--- src/tecu_pkg.sv ---
// package: mode encodings, widths and state for the edge capture unit
package tecu_pkg;
    localparam int TECU_TB_W = 16;
    localparam int TECU_MODE_W = 4;
    localparam int TECU_PS_W = 4;
    localparam logic [3:0] TECU_MODE_OFF = 4'h0;
    localparam logic [3:0] TECU_MODE_FALL = 4'h4;
    localparam logic [3:0] TECU_MODE_RISE = 4'h5;
    localparam logic [3:0] TECU_MODE_RISE4 = 4'h6;
    localparam logic [3:0] TECU_MODE_RISE16 = 4'h7;
    localparam logic [3:0] TECU_PS_LAST4 = 4'h3;
    localparam logic [3:0] TECU_PS_LAST16 = 4'hF;
    localparam logic [3:0] TECU_PS_RST = 4'h0;
    localparam logic [15:0] TECU_HOLD_RST = 16'h0000;

    typedef struct packed {
        logic [7:0] high;
        logic [7:0] low;
    } tecu_word_s;

    typedef struct packed {
        logic sync1;
        logic sync2;
        logic last;
        logic [3:0] prescale;
        tecu_word_s hold;
        logic flag;
    } tecu_state_s;

    typedef struct packed {
        logic rise;
        logic fall;
    } tecu_edge_s;
endpackage : tecu_pkg

--- src/tecu_sync_edge.sv ---
// pin synchroniser and edge detector
`timescale 1ns/100ps
`default_nettype none
module tecu_sync_edge
    import tecu_pkg::*;
(
    input wire logic i_clk,
    input wire logic i_arst_n,
    input wire logic i_pin,
    output var tecu_edge_s o_edge
);
    typedef struct packed {
        logic s1;
        logic s2;
        logic s3;
        tecu_edge_s edge_out;
    } tecu_se_s;

    tecu_se_s st_reg;
    tecu_se_s st_next;

    always_comb begin
        st_next = st_reg;
        st_next.s1 = i_pin;
        st_next.s2 = st_reg.s1;
        st_next.s3 = st_reg.s2;
        st_next.edge_out.rise = st_reg.s2 & ~st_reg.s3;
        st_next.edge_out.fall = ~st_reg.s2 & st_reg.s3;
    end

    always_ff @(posedge i_clk or negedge i_arst_n) begin
        if (!i_arst_n) begin
            st_reg <= '0;
        end else begin
            st_reg <= st_next;
        end
    end

    assign o_edge = st_reg.edge_out;
endmodule : tecu_sync_edge
`default_nettype wire

--- src/tecu_capture.sv ---
// capture channel: copies the timebase on a selected pin event
// How it works
// - each qualifying event copies the full 16-bit timebase into the hold pair
// - mode field picks falling, rising, every 4th or every 16th rising edge
// - every capture sets the event flag; only software or reset clears it
// - a new capture simply overwrites the previous held value
// - prescaler counter held at zero when off or not in capture mode
// - any reset clears the prescaler counter
// - changing prescale choice while capturing keeps the counter value
// - edge detector watches the pin level regardless of pin direction
// - one parameterised module, instantiated once per channel
`timescale 1ns/100ps
`default_nettype none
module tecu_capture
    import tecu_pkg::*;
#(
    parameter int TB_W = TECU_TB_W
) (
    input wire logic i_clk,
    input wire logic i_arst_n,
    input wire logic i_capture_input_pin,
    input wire logic [TECU_MODE_W-1:0] i_capture_mode_select,
    input wire logic [TB_W-1:0] i_capture_timebase,
    input wire logic i_flag_clear,
    output logic [7:0] o_capture_hold_high,
    output logic [7:0] o_capture_hold_low,
    output logic o_capture_event_flag,
    output logic o_capture_strobe
);
    typedef struct packed {
        logic [TECU_PS_W-1:0] prescale;
        tecu_word_s hold;
        logic flag;
        logic strobe;
    } tecu_cap_s;

    tecu_cap_s st_reg;
    tecu_cap_s st_next;
    tecu_edge_s pin_edge;
    logic capture_mode;
    logic fire;

    ////////////////////////////////////////////////////////////////
    // pin level watched whatever the pin direction
    tecu_sync_edge u_sync (
        .i_clk(i_clk),
        .i_arst_n(i_arst_n),
        .i_pin(i_capture_input_pin),
        .o_edge(pin_edge)
    );

    ////////////////////////////////////////////////////////////////
    always_comb begin
        st_next = st_reg;
        capture_mode = 1'b1;
        fire = 1'b0;
        case (i_capture_mode_select)
            TECU_MODE_FALL: begin
                fire = pin_edge.fall;
            end
            TECU_MODE_RISE: begin
                fire = pin_edge.rise;
            end
            TECU_MODE_RISE4: begin
                fire = pin_edge.rise && (st_reg.prescale[1:0] == TECU_PS_LAST4[1:0]);
            end
            TECU_MODE_RISE16: begin
                fire = pin_edge.rise && (st_reg.prescale == TECU_PS_LAST16);
            end
            default: begin
                capture_mode = 1'b0;
            end
        endcase
        // counter survives a prescale change inside capture mode
        if (!capture_mode) begin
            st_next.prescale = TECU_PS_RST;
        end else if (pin_edge.rise) begin
            st_next.prescale = st_reg.prescale + 4'h1;
        end
        if (fire) begin
            st_next.hold = i_capture_timebase[15:0];
        end
        // set wins over a same-cycle clear
        if (fire) begin
            st_next.flag = 1'b1;
        end else if (i_flag_clear) begin
            st_next.flag = 1'b0;
        end
        st_next.strobe = fire;
    end

    always_ff @(posedge i_clk or negedge i_arst_n) begin
        if (!i_arst_n) begin
            st_reg.prescale <= TECU_PS_RST;
            st_reg.hold <= TECU_HOLD_RST;
            st_reg.flag <= 1'b0;
            st_reg.strobe <= 1'b0;
        end else begin
            st_reg <= st_next;
        end
    end

    assign o_capture_hold_high = st_reg.hold.high;
    assign o_capture_hold_low = st_reg.hold.low;
    assign o_capture_event_flag = st_reg.flag;
    assign o_capture_strobe = st_reg.strobe;
endmodule : tecu_capture
`default_nettype wire

--- config.mk ---
export PLATFORM = sky130hd
export DESIGN_NAME = tecu_capture
export DESIGN_NICKNAME = d
export VERILOG_FILES = /design/src/tecu_pkg.sv /design/src/tecu_sync_edge.sv /design/src/tecu_capture.sv
export SDC_FILE = /design/constraint.sdc
export NUM_CORES = 1
export LEC_CHECK = 0
export ABC_AREA = 1
export BUFFER_PORTS_ARGS = -buffer_cell sky130_fd_sc_hd__buf_2
export CAP_MARGIN = 20
export CELL_PAD_IN_SITES_DETAIL_PLACEMENT = 0
export CELL_PAD_IN_SITES_GLOBAL_PLACEMENT = 2
export CORE_ASPECT_RATIO = 1.25
export CORE_MARGIN = 2
export CORE_UTILIZATION = 28
export DETAILED_ROUTE_END_ITERATION = 12
export PLACE_DENSITY_LB_ADDON = 0.3
export SYNTH_ARGS = -nofsm -noshare
export SYNTH_HDL_FRONTEND = slang
export SYNTH_SLANG_ARGS = --single-unit
--- constraint.sdc ---
create_clock -name i_clk -period 1.6 [get_ports i_clk]
set_input_delay 0.32 -clock i_clk [delete_from_list [all_inputs] [get_ports i_clk]]
set_output_delay 0.32 -clock i_clk [all_outputs]
set_load 0.05 [all_outputs]
## Word-level counts from Yosys, hierarchy flattened

Cells that the tools add are included.

- Register bits after elaboration: 27
- Bits in latches: 0
- Memory bits (writable): 0
- Bits in read-only memories: 0
- Input port bits: 24
- Output and inout port bits: 18
- Word-level logic and storage cells: 32
- Memories kept: 0

- Add/subtract/negate cells: 1
- Multipliers: 0
- Divide/modulo/power cells: 0
- Order comparisons: 0
- Eq/ne operators: 7
- Shifts and indexed selects: 0
- Muxes and demuxes: 6
- Bitwise gates (word level): 4
- Reduce and logical (&&, ||, !) cells: 4

Operators by type and width:

| kind | number |
|---|---|
| 4-bit by 3-bit == test with 1-bit output, second input constant | 4 |
| 4-bit 2-to-1 mux | 2 |
| 4-bit by 1-bit adder with 4-bit output, second input constant | 1 |
| 4-bit == test, second input constant | 1 |
| 1-bit one-hot mux with 4 select lines | 1 |
| 4-bit OR reduction | 1 |
| 1-bit 2-to-1 mux | 3 |
| 1-bit AND | 2 |
| 2-bit == test, second input constant | 1 |
| 1-bit logical AND | 2 |
| 2-bit by 1-bit inequality test with 1-bit output, second input constant | 1 |
| 1-bit NOT | 2 |
| 2-bit nonzero test | 1 |

## Longest topological paths before layout

- Word-level depth: 4
- Mapped depth: 8
- Depth with buffers taken out: 7

## By module

Synthesis repeated with hierarchy kept, for this count alone.

- Cells, all modules: 131
- Area total of the unflattened synthesis: 1,234.9 sq um

By module, submodules not included:

| module | times used | cells each | area each (sq um) | seq. area each (sq um) |
|---|---|---|---|---|
| tecu_capture | 1 | 120 | 1,079.8 | 550.5 |
| tecu_sync_edge | 1 | 11 | 155.1 | 125.1 |

## Worst setup path before layout

OpenSTA, ideal clock, no wires.

- Kind: register to register
- Start point: reg st_reg[18] in the netlist's numbering
- End point: reg st_reg (netlist bit o_capture_hold_high[0])
- Library setup time: 0.116 ns
- Arrival: 1.058 ns
- Required time: 1.484 ns
- Path slack: 0.426 ns
- Cell stages (with the launch flop): 7
- Buffers on the path: 1
- Clock period less this slack: 1.174 ns
- Cells stage by stage: dfrtp_1 > ha_1 > nand2_1 > nand2_2 > buf_4 > nand3_1 > nand2_1

- Cells in the longest elaborated chain, start to end: 3
- Elaborated cells between the ends (all ways): 5
- Those cells by class: eq/ne (2); mux (1); reduce/logical (2)

RTL lines:

| element | RTL line | text |
|---|---|---|
| start: declaration | tecu_capture.sv:37 | `tecu_cap_s st_reg;` |
| start signal: assignment | tecu_capture.sv:99 | `st_reg <= st_next;` |
| 4-bit == test or 2-bit == test (tied branches) | tecu_capture.sv:68, tecu_capture.sv:65 |  |
| 1-bit logical AND (on tied branches) | tecu_capture.sv:68, tecu_capture.sv:65 |  |
| 1-bit one-hot mux with 4 select lines (*) | tecu_capture.sv:57 | `case (i_capture_mode_select)` |

Every way passes the cells marked *; elsewhere a longest branch is shown, timed or not.
A chain may end at the register's enable or synchronous reset.

## Worst setup path in the final report

- Start point: reg st_reg[18] in the netlist's numbering
- End point: reg st_reg (netlist bit o_capture_hold_low[1])

Same word-level chain as after synthesis.

==> results.py <==
metrics = {
    "status": {
        "status": "finished, final reports clean",
    },
    "drt": {
        "post_drt_wl_per_cell_microns": 11.2,
        "dr.pass1.iters": 4,
        "ant_nets": 0,
        "via_count": 881,
        "viasPerCell": 4.16,
        "drc_errors": 0,
        "drt-total-wl_microns": 2370,
        "initialDrtViolationCount": 52,
    },
    "cells_and_area": {
        "drive_above_1_share_pct": 34.6,
        "n_antenna_cell": 0,
        "layout.nets": 182,
        "fill_cells": 451,
        "area_growth_pct": 14.9,
    },
    "grt": {
        "grtUsageTotal_pct": 10.8,
        "grt_pass1_wl_microns": 4210,
        "grt.busiest_layer": "met2",
        "grt.met3_usage_pct": 3.33,
        "met1_usage_pct": 13.8,
        "use_met2_pct": 16.6,
        "grt_max_degree": 28,
        "grt_antenna_before_repair": 0,
        "overflow": 0,
        "first_global_vias": 927,
    },
    "yosys": {
        "synth_commonest_cells": "nand2_1, dfrtp_1, buf_4",
        "synth_area_leader_cell": "dfrtp_1",
        "synth_cell_types": 19,
        "synth_area_per_cell_sq_um": 9.46,
        "synth_ff_type": "dfrtp_1",
        "synthesis.nets": 154,
        "yosysMostFrequentCell": "nand2_1",
        "synth.ff_latch_count": 27,
        "synth_edf_count": 0,
        "syn_inst": 129,
        "ys_warn_count": 0,
        "synth.area.top_cells": "dfrtp_1, nand2_1, buf_4",
        "synthesis.area_sq_mm": 0.00122,
        "synth_top_area_share_pct": 55.4,
        "async_flop_share_pct": 100,
        "seq_area_frac_synth_pct": 55.4,
    },
    "pwr": {
        "p_switching_w": 0.000731,
        "p_clk_share_pct": 20.6,
        "powerDensity_mw_per_mm2": 1300,
        "p_leak_nw": 0.792,
        "intPower_w": 0.00110,
        "power.combinational.fraction_pct": 33.5,
        "max-vdd-ir-drop_uv": 343,
        "power_frac_seq_pct": 46.0,
        "p_sw_share_pct": 40.0,
    },
    "clocking": {
        "h-tree-depth": 1,
        "post_cts_resize_count": 0,
        "cts_made_buffers": 3,
        "clockBufferDepth": 2,
        "cts_tree": "yes",
        "hold_buffers": 0,
        "clk_latency_ns": 0.27,
        "clk_pin_slew_worst_paths_ns": 0.09,
        "cts_setup_buffers": 0,
        "root_buffer": "clkbuf_8",
        "clock_sinks": 27,
    },
    "sta": {
        "rsz0062_at_grt": "false",
        "drv_slew": 0,
        "setup_viol": 0,
        "fin_crit_sh_pct": 82.9,
        "hold_violations": 0,
        "clock.fmax_mhz": 754,
        "whs_ns": 0.0551,
        "fin_tns_setup_ns": 0,
        "skew_ns": 0.00842,
        "fin_crit_ns": 1.33,
        "worst_pin_slew_ns": 0.608,
        "setup_ws_ns": 0.274,
        "slew-limit-headroom_pct": 59.5,
    },
    "placement": {
        "gp_congestion": 0.650,
        "port_buffers": 41,
        "dp_hpwl_microns": 1740,
        "place_ws_ns": 0.180,
    },
    "setup_path": {
        "cp_max_fo": 10,
        "end_kind": "flip-flop",
        "cp-start-kind": "flip-flop",
        "worstPathArrival_ns": 1.49,
        "critPathKind": "flip-flop to flip-flop",
        "required_ns": 1.77,
    },
    "floorplan": {
        "start_util_pct": 29.5,
        "core_area_sq_mm": 0.00413,
        "die_y_microns": 77.8,
        "num_rows": 26,
        "die_w_microns": 63.0,
        "die_area_sq_mm": 0.00490,
        "top_level_ports": 42,
    },
    "run": {
        "cap_violations": 0,
    },
    "min_path": {
        "hold_path.class": "primary input to async pin",
    },
}
[worst max-delay path: stages, from the launching register on]
cell,delay [ns]
dfrtp_1,0.41
ha_1,0.24
nand2_1,0.09
nand2_2,0.15
buf_4,0.21
nand3_1,0.08
nand2_1,0.06
[cell usage in the layout (no fill, tap or decap), types with 2 or more instances in the layout]
cell	instances
a21oi_1	3
buf_2	41
clkbuf_8	3
dfrtp_1	27
inv_1	6
nand2_1	39
nand2_2	2
nand3_1	16
nor2_1	5
nor2_2	2
o21ai_0	2
[power by group through the flow]
| stage | combinational (W) | sequential [W] | clock [W] |
|---|---|---|---|
| 6_report | 0.000611 | 0.000840 | 0.000376 |
| 5_1_grt | 0.000657 | 0.000858 | 0.000434 |
| 4_1_cts | 0.000620 | 0.000842 | 0.000401 |
| 3_5_place_dp | 0.000620 | 0.000854 | 0 |
| 3_3_place_gp | 0.000617 | 0.000857 | 0 |
| 2_1_floorplan | 0.000596 | 0.000848 | 0 |
[per-layer routing]
metal	vias up	routed length, microns
li1	444	-
met1	400	1090
met2	35	1060
met3	2	191
met4	0	22
met5	-	0
[path summary, 6_finish.rpt]
| check | startpoint | to | slack, ns | cells after the start |
|---|---|---|---|---|
| worst max-delay path | st_reg[18] | o_capture_hold_low[1] | 0.27 | 6 |
| worst min-delay path | i_arst_n | o_capture_hold_low[3] | 0.06 | 1 |
| worst max register to register | st_reg[18] | o_capture_hold_low[1] | 0.27 | 6 |
| worst min register to register | u_sync.st_next[3] | u_sync.st_next[2] | 0.35 | 0 |
| max in group asynchronous | i_arst_n | o_capture_hold_low[4] | 1.15 | 1 |
| min in group i_clk | i_capture_input_pin | u_sync.st_next[3] | 0.16 | 1 |
[cell type report]
class	instances	area (sq um)	share of cell area, %
Clock buffer	4	45.0	3.21
Inverter	7	26.3	1.88
Multi-Input combinational cell	76	372	26.5
Sequential cell	27	676	48.2
Tap cell	56	70.1	5.00
Timing Repair Buffer	42	213	15.2
[through the flow]
stage | power [W] | instances | util [%] | area [sq um]
after global placement | 0.00147 | 208 | 32.8 | 1360
after floorplan | 0.00144 | 129 | - | 1220
after CTS | 0.00186 | 212 | 33.9 | 1400
final | 0.00183 | 212 | 33.9 | 1400
after detailed placement | 0.00147 | 208 | 32.8 | 1360
after global routing | 0.00195 | 212 | 33.9 | 1400
[cells by family (layout without fill, tap and decap cells)]
group	count (synthesis)	after routing	share of synthesized area, %
simple gates	69	69	26.7
flops	27	27	55.4
buf+inv	26	53	14.2
compound gates	6	6	2.77
fa+ha+maj	1	1	1.03
No activity file was read; power rests on OpenSTA's default activity.
